### config.mk
export PLATFORM = sky130hd
export DESIGN_NAME = bws_top
export DESIGN_NICKNAME = d
export VERILOG_FILES = /design/src/logic/bws_pkg.sv /design/src/logic/bws_sync.sv /design/src/logic/bws_word_step.sv /design/src/logic/bws_top.sv
export VERILOG_INCLUDE_DIRS = /design/src /design/src/logic
export SDC_FILE = /design/constraint.sdc
export NUM_CORES = 2
export LEC_CHECK = 0
export BUFFER_PORTS_ARGS = -buffer_cell sky130_fd_sc_hd__buf_2
export CAP_MARGIN = 5
export CORE_MARGIN = 3
export CORE_UTILIZATION = 47
export DETAILED_ROUTE_END_ITERATION = 6
export PLACE_DENSITY = 0.59
export SLEW_MARGIN = 20
export SYNTH_ARGS = -nofsm -noshare
export SYNTH_HDL_FRONTEND = slang
export SYNTH_SLANG_ARGS = --single-unit
### constraint.sdc
create_clock -name clk_sys_i -period 36.5 [get_ports clk_sys_i]
set_input_delay 1.825 -clock clk_sys_i [delete_from_list [all_inputs] [get_ports clk_sys_i]]
set_output_delay 1.825 -clock clk_sys_i [all_outputs]
set_load 0.01 [all_outputs]
### src/logic/bws_defs.svh
// constants for the bit and word shift register block
`ifndef BWS_DEFS_SVH
`define BWS_DEFS_SVH
// ----------------------------------------------------------------
// memory geometry
// ----------------------------------------------------------------
`define BWS_MEM_WORDS 16
`define BWS_AW 4
// ----------------------------------------------------------------
// register byte offsets
// ----------------------------------------------------------------
`define BWS_OFF_MEM_LAST 7'h3c
`define BWS_OFF_SFT_CTRL 7'h40
`define BWS_OFF_SFT_BND 7'h44
`define BWS_OFF_BID_CTRL 7'h48
`define BWS_OFF_BID_BND 7'h4c
`define BWS_OFF_CMP_CTRL 7'h50
`define BWS_OFF_CMP_BND 7'h54
`define BWS_OFF_STATUS 7'h58
// ----------------------------------------------------------------
// control word fields
// ----------------------------------------------------------------
`define BWS_B_RESET 15
`define BWS_B_SHIFT 14
`define BWS_B_DATA 13
`define BWS_B_BDIR 12
`define BWS_B_CDIR 13
`define BWS_B_BG 8
`define BWS_B_IND 16
// ----------------------------------------------------------------
// status fields and reset values
// ----------------------------------------------------------------
`define BWS_S_FAULT_SFT 0
`define BWS_S_FAULT_BID 1
`define BWS_S_FAULT_CMP 2
`define BWS_S_BIT_OUT 8
`define BWS_CTRL_RST 32'h0000_0000
`define BWS_WORD_RST 16'h0000
`endif

### src/logic/bws_pkg.sv
// types shared by the shift register block
package bws_pkg;
  typedef enum logic [1:0] {
    BWS_IDLE = 2'b00,
    BWS_RUN = 2'b01,
    BWS_DONE = 2'b10
  } bws_state_e;
  typedef enum logic [2:0] {
    BWS_OP_NONE = 3'b000,
    BWS_OP_CLEAR = 3'b001,
    BWS_OP_SHL = 3'b010,
    BWS_OP_SHR = 3'b011,
    BWS_OP_CMP_LO = 3'b100,
    BWS_OP_CMP_HI = 3'b101
  } bws_op_e;
endpackage

### src/logic/bws_sync.sv
// three-flop synchroniser for pin level inputs
`timescale 1ns/1ps
`default_nettype none
module bws_sync #(
  parameter int W = 4
) (
  input wire logic clk_sys_i,
  input wire logic rst_n_i,
  input wire logic ce_i,
  input wire logic [W-1:0] d_i,
  output logic [W-1:0] q_o
);
  logic [W-1:0] s1_reg;
  logic [W-1:0] s2_reg;
  logic [W-1:0] s3_reg;
  // chain; output follows only once stages two and three agree
  always_ff @(posedge clk_sys_i or negedge rst_n_i) begin
    if (!rst_n_i) begin
      s1_reg <= '0;
      s2_reg <= '0;
      s3_reg <= '0;
      q_o <= '0;
    end else if (ce_i) begin
      s1_reg <= d_i;
      s2_reg <= s1_reg;
      s3_reg <= s2_reg;
      for (int i = 0; i < W; i++) begin
        if (s2_reg[i] == s3_reg[i]) begin
          q_o[i] <= s3_reg[i];
        end
      end
    end
  end
endmodule // bws_sync
`default_nettype wire

### src/logic/bws_word_step.sv
// one word step of a shift or compaction pass
`timescale 1ns/1ps
`default_nettype none
`include "bws_defs.svh"
module bws_word_step (
  input wire bws_pkg::bws_op_e op_i,
  input wire logic [15:0] cur_i,
  input wire logic [15:0] nbr_i,
  input wire logic carry_i,
  output logic [15:0] cur_o,
  output logic [15:0] nbr_o,
  output logic carry_o
);
  // new word, neighbour word and carried bit
  always_comb begin
    cur_o = cur_i;
    nbr_o = nbr_i;
    carry_o = carry_i;
    case (op_i)
      bws_pkg::BWS_OP_CLEAR: begin
        cur_o = `BWS_WORD_RST;
        carry_o = 1'b0;
      end
      bws_pkg::BWS_OP_SHL: begin
        cur_o = {cur_i[14:0], carry_i};
        carry_o = cur_i[15];
      end
      bws_pkg::BWS_OP_SHR: begin
        cur_o = {carry_i, cur_i[15:1]};
        carry_o = cur_i[0];
      end
      bws_pkg::BWS_OP_CMP_LO, bws_pkg::BWS_OP_CMP_HI: begin
        if ((cur_i != 16'h0000) && (nbr_i == 16'h0000)) begin
          nbr_o = cur_i;
          cur_o = 16'h0000;
        end
      end
      default: begin
        cur_o = cur_i;
      end
    endcase
  end
endmodule // bws_word_step
`default_nettype wire

### src/logic/bws_top.sv
// bit and word shift registers over a word memory, avalon-mm slave
`timescale 1ns/1ps
`default_nettype none
`include "bws_defs.svh"
module bws_top (
  input wire logic clk_sys_i,
  input wire logic nrst_i,
  input wire logic ce_i,
  input wire logic [6:0] avs_address_i,
  input wire logic avs_read_i,
  input wire logic avs_write_i,
  input wire logic [31:0] avs_writedata_i,
  input wire logic [3:0] avs_byteenable_i,
  output logic [31:0] avs_readdata_o,
  output logic avs_waitrequest_o,
  input wire logic [3:0] port_en_i,
  output logic [2:0] fault_flag_o,
  output logic bit_out_flag_o
);
  // ----------------------------------------------------------------
  // reset release
  // ----------------------------------------------------------------
  logic rst_meta_reg;
  logic rst_n_reg;
  // async assert, release through two flops
  always_ff @(posedge clk_sys_i or negedge nrst_i) begin
    if (!nrst_i) begin
      rst_meta_reg <= 1'b0;
      rst_n_reg <= 1'b0;
    end else begin
      rst_meta_reg <= 1'b1;
      rst_n_reg <= rst_meta_reg;
    end
  end

  // ----------------------------------------------------------------
  // declarations
  // ----------------------------------------------------------------
  logic [15:0] mem_reg [0:`BWS_MEM_WORDS-1];
  logic [31:0] sft_ctrl_reg;
  logic [31:0] sft_bnd_reg;
  logic [31:0] bid_ctrl_reg;
  logic [31:0] bid_bnd_reg;
  logic [31:0] cmp_ctrl_reg;
  logic [31:0] cmp_bnd_reg;
  bws_pkg::bws_state_e state_reg;
  bws_pkg::bws_op_e op_reg;
  logic [3:0] idx_reg;
  logic [3:0] end_reg;
  logic carry_reg;
  logic src_bid_reg;
  logic rd_ack_reg;
  logic [3:0] port_en_sync;
  logic is_mem;
  logic is_ctrl;
  logic launch;
  logic [31:0] cur_word;
  logic [31:0] new_word;
  bws_pkg::bws_op_e op_next;
  logic [3:0] idx_next;
  logic [3:0] end_next;
  logic carry_next;
  logic [2:0] fault_next;
  logic [3:0] lo4;
  logic [3:0] hi4;
  logic [3:0] nbr_idx;
  logic [15:0] step_cur;
  logic [15:0] step_nbr;
  logic step_carry;
  logic step_last;
  logic step_down;

  // ----------------------------------------------------------------
  // pin synchroniser and word step unit
  // ----------------------------------------------------------------
  bws_sync #(.W(4)) u_port_sync (
    .clk_sys_i(clk_sys_i),
    .rst_n_i(rst_n_reg),
    .ce_i(ce_i),
    .d_i(port_en_i),
    .q_o(port_en_sync)
  );

  bws_word_step u_step (
    .op_i(op_reg),
    .cur_i(mem_reg[idx_reg]),
    .nbr_i(mem_reg[nbr_idx]),
    .carry_i(carry_reg),
    .cur_o(step_cur),
    .nbr_o(step_nbr),
    .carry_o(step_carry)
  );

  // ----------------------------------------------------------------
  // bus decode
  // ----------------------------------------------------------------
  assign is_mem = (avs_address_i <= `BWS_OFF_MEM_LAST);
  assign is_ctrl = (avs_address_i == `BWS_OFF_SFT_CTRL) ||
                   (avs_address_i == `BWS_OFF_BID_CTRL) ||
                   (avs_address_i == `BWS_OFF_CMP_CTRL);
  assign launch = avs_write_i && is_ctrl && (state_reg == bws_pkg::BWS_IDLE);

  // current value of the addressed register
  always_comb begin
    case (avs_address_i)
      `BWS_OFF_SFT_CTRL: cur_word = sft_ctrl_reg;
      `BWS_OFF_SFT_BND: cur_word = sft_bnd_reg;
      `BWS_OFF_BID_CTRL: cur_word = bid_ctrl_reg;
      `BWS_OFF_BID_BND: cur_word = bid_bnd_reg;
      `BWS_OFF_CMP_CTRL: cur_word = cmp_ctrl_reg;
      `BWS_OFF_CMP_BND: cur_word = cmp_bnd_reg;
      `BWS_OFF_STATUS: cur_word = {23'h000000, bit_out_flag_o, 5'h00, fault_flag_o};
      default: begin
        if (is_mem) begin
          cur_word = {16'h0000, mem_reg[avs_address_i[5:2]]};
        end else begin
          cur_word = 32'h0000_0000;
        end
      end
    endcase
  end

  // byte-enable merge of write data into the current value
  always_comb begin
    for (int b = 0; b < 4; b++) begin
      new_word[b*8 +: 8] = avs_byteenable_i[b] ? avs_writedata_i[b*8 +: 8] : cur_word[b*8 +: 8];
    end
  end

  // reads wait one cycle; control writes wait for the pass to finish
  // a frozen clock enable stalls every request so no write is lost
  always_comb begin
    if (!ce_i) begin
      avs_waitrequest_o = 1'b1;
    end else if (avs_read_i) begin
      avs_waitrequest_o = !rd_ack_reg;
    end else if (avs_write_i) begin
      avs_waitrequest_o = is_ctrl ? (state_reg != bws_pkg::BWS_DONE)
                                  : (state_reg != bws_pkg::BWS_IDLE);
    end else begin
      avs_waitrequest_o = 1'b0;
    end
  end

  // ----------------------------------------------------------------
  // launch decision for a control word write
  // ----------------------------------------------------------------
  always_comb begin
    op_next = bws_pkg::BWS_OP_NONE;
    idx_next = 4'h0;
    end_next = 4'h0;
    carry_next = new_word[`BWS_B_DATA];
    fault_next = fault_flag_o;
    lo4 = 4'h0;
    hi4 = 4'h0;
    case (avs_address_i)
      `BWS_OFF_SFT_CTRL: begin
        lo4 = sft_bnd_reg[3:0];
        hi4 = (sft_bnd_reg[3:0] > sft_bnd_reg[11:8]) ? sft_bnd_reg[3:0]
                                                      : sft_bnd_reg[11:8];
        idx_next = lo4;
        end_next = hi4;
        fault_next[`BWS_S_FAULT_SFT] = sft_bnd_reg[`BWS_B_IND] &&
          ((sft_bnd_reg[7:4] != 4'h0) || (sft_bnd_reg[15:12] != 4'h0));
        if (fault_next[`BWS_S_FAULT_SFT]) begin
          op_next = bws_pkg::BWS_OP_NONE;
        end else if (new_word[`BWS_B_RESET]) begin
          op_next = bws_pkg::BWS_OP_CLEAR;
        end else if (new_word[`BWS_B_SHIFT] && !sft_ctrl_reg[`BWS_B_SHIFT]) begin
          op_next = bws_pkg::BWS_OP_SHL;
        end
      end
      `BWS_OFF_BID_CTRL: begin
        lo4 = bid_bnd_reg[3:0];
        hi4 = bid_bnd_reg[11:8];
        fault_next[`BWS_S_FAULT_BID] = (lo4 > hi4);
        idx_next = lo4;
        end_next = hi4;
        if (fault_next[`BWS_S_FAULT_BID]) begin
          op_next = bws_pkg::BWS_OP_NONE;
        end else if (new_word[`BWS_B_RESET]) begin
          op_next = bws_pkg::BWS_OP_CLEAR;
        end else if (new_word[`BWS_B_SHIFT] && !bid_ctrl_reg[`BWS_B_SHIFT]) begin
          if (new_word[`BWS_B_BDIR]) begin
            op_next = bws_pkg::BWS_OP_SHR;
            idx_next = hi4;
            end_next = lo4;
          end else begin
            op_next = bws_pkg::BWS_OP_SHL;
          end
        end
      end
      `BWS_OFF_CMP_CTRL: begin
        lo4 = cmp_bnd_reg[3:0];
        hi4 = cmp_bnd_reg[11:8];
        fault_next[`BWS_S_FAULT_CMP] = (lo4 > hi4) ||
          (new_word[`BWS_B_BG] && !port_en_sync[new_word[1:0]]);
        idx_next = lo4;
        end_next = hi4;
        if (fault_next[`BWS_S_FAULT_CMP]) begin
          op_next = bws_pkg::BWS_OP_NONE;
        end else if (new_word[`BWS_B_RESET]) begin
          op_next = bws_pkg::BWS_OP_CLEAR;
        end else if (new_word[`BWS_B_SHIFT] && (lo4 != hi4)) begin
          if (new_word[`BWS_B_CDIR]) begin
            op_next = bws_pkg::BWS_OP_CMP_LO;
            idx_next = lo4 + 4'h1;
          end else begin
            op_next = bws_pkg::BWS_OP_CMP_HI;
            idx_next = hi4 - 4'h1;
            end_next = lo4;
          end
        end
      end
      default: begin
        op_next = bws_pkg::BWS_OP_NONE;
      end
    endcase
  end

  // ----------------------------------------------------------------
  // pass sequencing
  // ----------------------------------------------------------------
  assign step_down = (op_reg == bws_pkg::BWS_OP_SHR) || (op_reg == bws_pkg::BWS_OP_CMP_HI);
  assign step_last = (idx_reg == end_reg);
  // neighbour in the compaction direction
  assign nbr_idx = (op_reg == bws_pkg::BWS_OP_CMP_LO) ? idx_reg - 4'h1 :
                   (op_reg == bws_pkg::BWS_OP_CMP_HI) ? idx_reg + 4'h1 : idx_reg;

  // pass state machine, one word per cycle
  always_ff @(posedge clk_sys_i or negedge rst_n_reg) begin
    if (!rst_n_reg) begin
      state_reg <= bws_pkg::BWS_IDLE;
      op_reg <= bws_pkg::BWS_OP_NONE;
      idx_reg <= 4'h0;
      end_reg <= 4'h0;
      carry_reg <= 1'b0;
      src_bid_reg <= 1'b0;
    end else if (ce_i) begin
      case (state_reg)
        bws_pkg::BWS_IDLE: begin
          if (launch) begin
            op_reg <= op_next;
            idx_reg <= idx_next;
            end_reg <= end_next;
            carry_reg <= carry_next;
            src_bid_reg <= (avs_address_i == `BWS_OFF_BID_CTRL);
            state_reg <= (op_next == bws_pkg::BWS_OP_NONE) ? bws_pkg::BWS_DONE
                                                           : bws_pkg::BWS_RUN;
          end
        end
        bws_pkg::BWS_RUN: begin
          carry_reg <= step_carry;
          idx_reg <= step_down ? idx_reg - 4'h1 : idx_reg + 4'h1;
          if (step_last) begin
            state_reg <= bws_pkg::BWS_DONE;
          end
        end
        bws_pkg::BWS_DONE: begin
          op_reg <= bws_pkg::BWS_OP_NONE;
          state_reg <= bws_pkg::BWS_IDLE;
        end
        default: begin
          state_reg <= bws_pkg::BWS_IDLE;
        end
      endcase
    end
  end

  // ----------------------------------------------------------------
  // word memory
  // ----------------------------------------------------------------
  // engine writes neighbour then current word; each word moves at most once
  always_ff @(posedge clk_sys_i or negedge rst_n_reg) begin
    if (!rst_n_reg) begin
      for (int i = 0; i < `BWS_MEM_WORDS; i++) begin
        mem_reg[i] <= `BWS_WORD_RST;
      end
    end else if (ce_i) begin
      if (state_reg == bws_pkg::BWS_RUN) begin
        mem_reg[nbr_idx] <= step_nbr;
        mem_reg[idx_reg] <= step_cur;
      end else if (avs_write_i && is_mem && (state_reg == bws_pkg::BWS_IDLE)) begin
        mem_reg[avs_address_i[5:2]] <= new_word[15:0];
      end
    end
  end

  // ----------------------------------------------------------------
  // control, bounds and flag registers
  // ----------------------------------------------------------------
  // control words keep the last written value; the one-bit and bidirectional words use it for edge detection
  always_ff @(posedge clk_sys_i or negedge rst_n_reg) begin
    if (!rst_n_reg) begin
      sft_ctrl_reg <= `BWS_CTRL_RST;
      bid_ctrl_reg <= `BWS_CTRL_RST;
      cmp_ctrl_reg <= `BWS_CTRL_RST;
      sft_bnd_reg <= `BWS_CTRL_RST;
      bid_bnd_reg <= `BWS_CTRL_RST;
      cmp_bnd_reg <= `BWS_CTRL_RST;
    end else if (ce_i && avs_write_i && (state_reg == bws_pkg::BWS_IDLE)) begin
      case (avs_address_i)
        `BWS_OFF_SFT_CTRL: sft_ctrl_reg <= new_word;
        `BWS_OFF_BID_CTRL: bid_ctrl_reg <= new_word;
        `BWS_OFF_CMP_CTRL: cmp_ctrl_reg <= new_word;
        `BWS_OFF_SFT_BND: sft_bnd_reg <= new_word;
        `BWS_OFF_BID_BND: bid_bnd_reg <= new_word;
        `BWS_OFF_CMP_BND: cmp_bnd_reg <= new_word;
        default: begin
          sft_bnd_reg <= sft_bnd_reg;
        end
      endcase
    end
  end

  // each execution rewrites only the fault flag of its own unit
  always_ff @(posedge clk_sys_i or negedge rst_n_reg) begin
    if (!rst_n_reg) begin
      fault_flag_o <= 3'h0;
    end else if (ce_i && launch) begin
      fault_flag_o <= fault_next;
    end
  end

  // bit-out flag takes the last pushed-out bit of a bidirectional pass
  always_ff @(posedge clk_sys_i or negedge rst_n_reg) begin
    if (!rst_n_reg) begin
      bit_out_flag_o <= 1'b0;
    end else if (ce_i && (state_reg == bws_pkg::BWS_RUN) && step_last && src_bid_reg) begin
      bit_out_flag_o <= step_carry;
    end
  end

  // ----------------------------------------------------------------
  // read data
  // ----------------------------------------------------------------
  always_ff @(posedge clk_sys_i or negedge rst_n_reg) begin
    if (!rst_n_reg) begin
      rd_ack_reg <= 1'b0;
      avs_readdata_o <= 32'h0000_0000;
    end else if (ce_i) begin
      rd_ack_reg <= avs_read_i && !rd_ack_reg;
      if (avs_read_i && !rd_ack_reg) begin
        avs_readdata_o <= cur_word;
      end
    end
  end
endmodule // bws_top
`default_nettype wire

# Word level (Yosys, flattened, before mapping)
# Cells that the tools add are included.
[word_totals] reg_bits=518 input_bits=52 out_inout_bits=37 word_cells=224
[op_classes] n_addsub=4 n_lt_le_gt_ge=11 n_eq_ne=23 muxes=81 bitwise_logic=3 n_reduce_logical=59
[ops] operator="$bwmux 256" count=3
[ops] operator="$mux 256" count=2
[ops] operator="$pmux 32 s7" count=1
[ops] operator="$mux 16" count=13
[ops] operator="$bmux 16 s4" count=3
[ops] operator="$demux 16 s4" count=3
[ops] operator="$mux 4" count=21
[ops] operator="$pmux 16 s4" count=1
[ops] operator="$eq 7x7->1 const B" count=7
[ops] operator="$mux 8" count=4
[ops] operator="$reduce_and 2->1" count=15
[ops] operator="$pmux 4 s3" count=2
[ops] operator="$mux 3" count=7
[ops] operator="$logic_and 1x1->1" count=20
[ops] operator="$logic_not 16->1" count=1
[ops] operator="$reduce_bool 16->1" count=1
[ops] operator="$ge 5x5->1 const B" count=3
[ops] operator="$lt 5x1->1 const B" count=3
[ops] operator="$not 4->5" count=3
[ops] operator="$gt 4x4->1" count=3
[ops] operator="$mux 2" count=6
[ops] operator="$reduce_and 3->1" count=4
[ops] operator="$pmux 3 s3" count=1
[ops] operator="$add 4x1->4 const B" count=2
[ops] operator="other kinds (26)" count=52

# Logic depth before layout (Yosys ltp)
[logic_depth] ltp_word=18 ltp_mapped=24 depth_no_buf=13

# By module
# A second synthesis with hierarchy kept.
[unflattened] hier_cells=3005 area_unflattened_um2=32743.9
[by_module_without_submodules] module="bws_top" n_inst=1 cells_each=2873 area_each_um2=31516.5 seq_area_each_um2=12562.0
[by_module_without_submodules] module="bws_sync" n_inst=1 cells_each=48 area_each_um2=644.4 seq_area_each_um2=400.4
[by_module_without_submodules] module="bws_word_step" n_inst=1 cells_each=84 area_each_um2=583.1 seq_area_each_um2=0.0

# Worst setup path before layout
# No wires, ideal clock.
[synth_path] path_kind="input -> output" startpoint="in avs_address_i[2]" endpoint="out avs_waitrequest_o" arrival_ns=3.995 required_time_ns=34.675 slack_ns=30.680 path_stages=10 n_path_buf=6 cell_sequence="buf_2 buf_4 buf_2 buf_4 buf_2 buf_1 nor3b_1 xor2_1 o21ai_0 nand3_1"
[synth_via] elab_chain_cells=7 word_cells_on_any_way=9 classes_between="3 x eq/ne; 4 x mux; 2 x reduce/logical"
[synth_rtl] element="start: declaration" line_no="bws_top.sv:9" text="input wire logic [6:0] avs_address_i,"
[synth_rtl] element="$eq 7x7->1"
[synth_rtl] element="$logic_or 1x1->1" line_no="bws_top.sv:98" text="assign is_ctrl = (avs_address_i == `BWS_OFF_SFT_CTRL) ||"
[synth_rtl] element="$logic_or 1x1->1 *" line_no="bws_top.sv:98"
[synth_rtl] element="$mux 1 *" line_no="bws_top.sv:138" text="avs_waitrequest_o = is_ctrl ? (state_reg != bws_pkg::BWS_DONE)"
[synth_rtl] element="$mux 1 *" line_no="bws_top.sv:137" text="end else if (avs_write_i) begin"
[synth_rtl] element="$mux 1 *" line_no="bws_top.sv:135" text="end else if (avs_read_i) begin"
[synth_rtl] element="$mux 1 *" line_no="bws_top.sv:133" text="if (!ce_i) begin"
[synth_rtl] element="end: declaration" line_no="bws_top.sv:15" text="output logic avs_waitrequest_o,"
# Mark *: on every way between the ends. The rest lies on a longest branch, timed or not.

# Final worst setup path
[layout_path] startpoint="reg idx_reg[0]" endpoint="reg mem_reg[0] (netlist bit)"
[layout_via] elab_chain_cells=14 word_cells_on_any_way=32 classes_between="2 x add/sub; 4 x order compare; 19 x mux; 2 x bitwise; 5 x reduce/logical"
[layout_rtl] element="start: declaration" line_no="bws_top.sv:48" text="logic [3:0] idx_reg;"
[layout_rtl] element="start signal: assignment" line_no="bws_top.sv:244" text="idx_reg <= idx_next;"
[layout_rtl] element="start signal: assignment" line_no="bws_top.sv:254" text="idx_reg <= step_down ? idx_reg - 4'h1 : idx_reg + 4'h1;"
[layout_rtl] element="$add 4x1->4" line_no="bws_top.sv:228" text="(op_reg == bws_pkg::BWS_OP_CMP_HI) ? idx_reg + 4'h1 : idx_reg;"
[layout_rtl] element="$mux 4" line_no="bws_top.sv:228"
[layout_rtl] element="$mux 4" line_no="bws_top.sv:227" text="assign nbr_idx = (op_reg == bws_pkg::BWS_OP_CMP_LO) ? idx_reg - 4'h1 :"
[layout_rtl] element="$not 4->5 (implied by the code)" line_no="bws_top.sv:87, bws_top.sv:281"
[layout_rtl] element="$bmux 16 s4" line_no="bws_top.sv:87" text=".nbr_i(mem_reg[nbr_idx]),"
[layout_rtl] element="$mux 16 (implied by the code) (2 in a row)" line_no="bws_top.sv:87"
[layout_rtl] element="$logic_not 16->1" line_no="bws_word_step.sv:33" text="if ((cur_i != 16'h0000) && (nbr_i == 16'h0000)) begin"
[layout_rtl] element="$logic_and 1x1->1" line_no="bws_word_step.sv:33"
[layout_rtl] element="$mux 16" line_no="bws_word_step.sv:33"
[layout_rtl] element="$mux 16" line_no="bws_word_step.sv:19" text="case (op_i)"
[layout_rtl] element="$bwmux 256" line_no="bws_top.sv:281" text="mem_reg[nbr_idx] <= step_nbr;"
[layout_rtl] element="$bwmux 256 *" line_no="bws_top.sv:282" text="mem_reg[idx_reg] <= step_cur;"
[layout_rtl] element="$mux 256 *" line_no="bws_top.sv:280" text="if (state_reg == bws_pkg::BWS_RUN) begin"
[layout_rtl] element="end signal: indexed assignment" line_no="bws_top.sv:281"
[layout_rtl] element="end signal: indexed assignment" line_no="bws_top.sv:282"
[layout_rtl] element="end signal: indexed assignment" line_no="bws_top.sv:284" text="mem_reg[avs_address_i[5:2]] <= new_word[15:0];"
[layout_rtl] element="end: declaration" line_no="bws_top.sv:39" text="logic [15:0] mem_reg [0:`BWS_MEM_WORDS-1];"
# Mark *: on every way between the ends. The rest lies on a longest branch, timed or not. The select of a mux whose other input is x is not followed.
# A chain may end at the register's enable or synchronous reset.

==> flow_metrics.tcl <==
set metrics [dict create \
    status "finished with violations" \
    finClkSkew_ps 46.8 \
    setup_viol 0 \
    synth_enable_flop_cells 0 \
    root_buffer "clkbuf_16" \
    slew_headroom 0.149 \
    drv_slew 0 \
    timing.fmax_ghz 0.131 \
    drc 1 \
    cp_data_arrival_time_ps 8120 \
    synthFlopType "dfrtp_1" \
    syn_area_per_cell_um2 9.84 \
    cts.path.max_buffers 3 \
    wire_per_inst_um 35.8 \
    crit_fanout 49 \
    io_pins 89 \
    holdBufCountCts 0 \
    dp.cells 4156 \
    fill_cells 6157 \
    critPathRequiredTime_ps 36990 \
    finalCritPeriodShare 0.209 \
    synthArstFlopShare 1.00 \
    crit_top_cell "buf_4" \
    cts_setup_buffers 0 \
    layout-drive-gt1-share 0.204 \
    grt_max_degree 77 \
    worst_pin_slew_ps 1270 \
    clkSinkCount 518 \
    crit_path_end_kind "register" \
    via_per_inst 7.58 \
    dieArea_um2 73500 \
    routed-via-count 32300 \
    path_cells "inv_4 > ha_1 > xnor2_4 > buf_4 > nor2_1 > buf_4 > a22o_1 > a2111oi_2 > a31oi_1 > a221oi_1 > nand4_1 > or3_1 > buf_4 > a31oi_2 > o221ai_1" \
    rsz0062_at_grt "no" \
    cts_buffers 61 \
    hpwl_mm 97.6 \
    track_usage 0.407 \
    startpoint_type "register" \
    antenna_found_initial 8 \
    tns_ps 0 \
    crit_path_top_delay_cell "a31oi_2" \
    fin_cells 4269 \
    p_leak_nw 14.6 \
    drt_pass1_iterations 7 \
    clk_pin_slew_worst_paths_ps 60 \
    die_w_um 271 \
    core-area_um2 69100 \
    max_stage_delay_ps 850 \
    die_h_um 271 \
    netlist_instances 3357 \
    yosys.area.top_type "dfrtp_1" \
    yosys.area.top_type_share 0.392 \
    synthTopCellsByArea "dfrtp_1, mux4_2, a22oi_1, o221ai_1, nand2_1" \
    violations "design-rule violations" \
    globalRouteOverflowTotal 0 \
    synth_area_um2 33000 \
    layout_min_cycle_time_ps 7630 \
    cap_violations 0 \
    hold_viol 0 \
    cts_resized 0 \
    final_core_util 0.529 \
    cts_tree "built" \
    seq_area_frac_synth 0.392 \
    grt_pass1_vias 31500 \
    io_buffer_count 88 \
    wirelength_mm 153 \
    insertion_delay_ps 680 \
    largest_reg_flops 256 \
    drt_iter0_drc 4757 \
    vdd_drop_max_mv 0.0380 \
    ant_nets 0 \
    htreeDepth 2 \
    gp_congestion 1.05 \
    layout-area-overhead-vs-synth_pct 10.6 \
    rows 96 \
    critPathKind "register to register" \
    synth-seq-cells 518 \
    num-nets-final 3361 \
    holdWs_ps 237 \
    start_util 0.478 \
    ys_types 89 \
    powerDensity_nw_per_um2 48.1 \
    synth_nets 3427 \
    ys_warn_count 0 \
    final_area_um2 36500 \
    grt_pass1_wl_mm 220 \
    min_path_type "register to async pin" \
    placed_cell_area_um2 34400 \
]
[synth_stat cells (15+ instances only)]
library cell	count
a22o_1	33
nand2_1	379
clkbuf_1	232
a221o_1	34
and3_1	20
mux4_2	179
a22oi_1	225
nand4_1	17
a21oi_1	182
nand3_1	147
a31oi_1	29
o22ai_1	15
buf_1	30
mux2i_1	89
mux2_2	88
a221oi_1	39
nand2b_1	18
nor2b_1	25
o21ai_1	17
buf_2	52
o221ai_1	180
ha_1	18
nor3_1	87
nor2_1	190
o21ai_0	254
o211ai_1	39
dfrtp_1	518
inv_1	32
[report_power, final]
group,internal (mW),switching [mW],total (mW),leakage [nW]
Sequential,0.615,0.0466,0.662,7.05
Combinational,0.152,0.329,0.481,6.61
Clock,0.345,0.269,0.614,0.959
Total,1.11,0.645,1.76,14.6
[routing by layer]
layer,track usage,share of wire,vias up
met5,0.000658,0.00088,-
met4,0.291,0.087,14
met3,0.176,0.14,812
met2,0.577,0.42,2634
li1,-,-,12900
met1,0.493,0.35,16000
[critical path: cells and delay by family, from the launching register on]
| kind | cells | cell delay [ps] |
|---|---|---|
| AO/OA/AOI/OAI | 6 | 2620 |
| adder cells (fa/ha/maj) | 1 | 530 |
| flip-flops | 1 | 800 |
| XOR/XNOR | 1 | 760 |
| buffers and inverters | 4 | 1680 |
| AND/OR/NAND/NOR | 3 | 920 |
[kinds of logic (layout without fill, tap and decap cells)]
family / Yosys count / after routing / synth area share
adders and majority gates: 18 / 18 / 0.00682
and+or+nand+nor: 940 / 940 / 0.128
AOI/OAI and AO/OA: 1144 / 1144 / 0.243
muxes: 357 / 357 / 0.179
other: 1 / 5 / 0.000114
DFF: 518 / 518 / 0.392
buffers and inverters: 366 / 343 / 0.0469
xor gates and xnor gates: 13 / 13 / 0.00390
[per-stage QoR]
stage | power [mW] | setup slack, ps
after floorplan | 0.968 | 20990
after global placement | 1.11 | 29180
after detailed placement | 1.12 | 29070
after CTS | 1.73 | 29040
after global routing | 1.80 | 28530
final | 1.76 | 28870
[final cells by class]
| type | count | area, um2 | share of cell area |
|---|---|---|---|
| flip-flops and latches | 518 | 13000 | 0.355 |
| clock inverters | 24 | 250 | 0.00685 |
| inverters | 35 | 134 | 0.00367 |
| diodes | 4 | 10.0 | 0.000274 |
| clock buffers | 82 | 1730 | 0.0472 |
| multi-input cells | 2473 | 18900 | 0.518 |
| repair buffers | 202 | 1360 | 0.0372 |
| well taps | 931 | 1160 | 0.0319 |
[placed cells by master (no fill, tap or decap), drive strengths merged, types with 82 or more instances in the layout]
master  instances
mux2i          89
a21oi         184
mux4          179
mux2           89
o21ai         277
nand3         147
clkbuf         82
nand2         379
dfrtp         518
nor2          193
o221ai        184
nor3           87
buf           202
a22oi         225
[worst paths after layout]
| check | depth (start not counted) | slack (ps) | endpoint | from |
|---|---|---|---|---|
| max in group asynchronous | 3 | 33070 | idx_reg[1] | rst_n_reg |
| max reg2reg | 15 | 28870 | mem_reg[0] | idx_reg[0] |
| min | 0 | 240 | u_port_sync.s2_reg[0] | rst_n_reg |
| max | 15 | 28870 | mem_reg[0] | idx_reg[0] |
| min reg2reg | 0 | 240 | u_port_sync.s2_reg[0] | rst_n_reg |
| min in group clk_sys_i | 0 | 350 | rst_n_reg | rst_meta_reg |
Note: power is estimated with default switching activity, not from simulation.
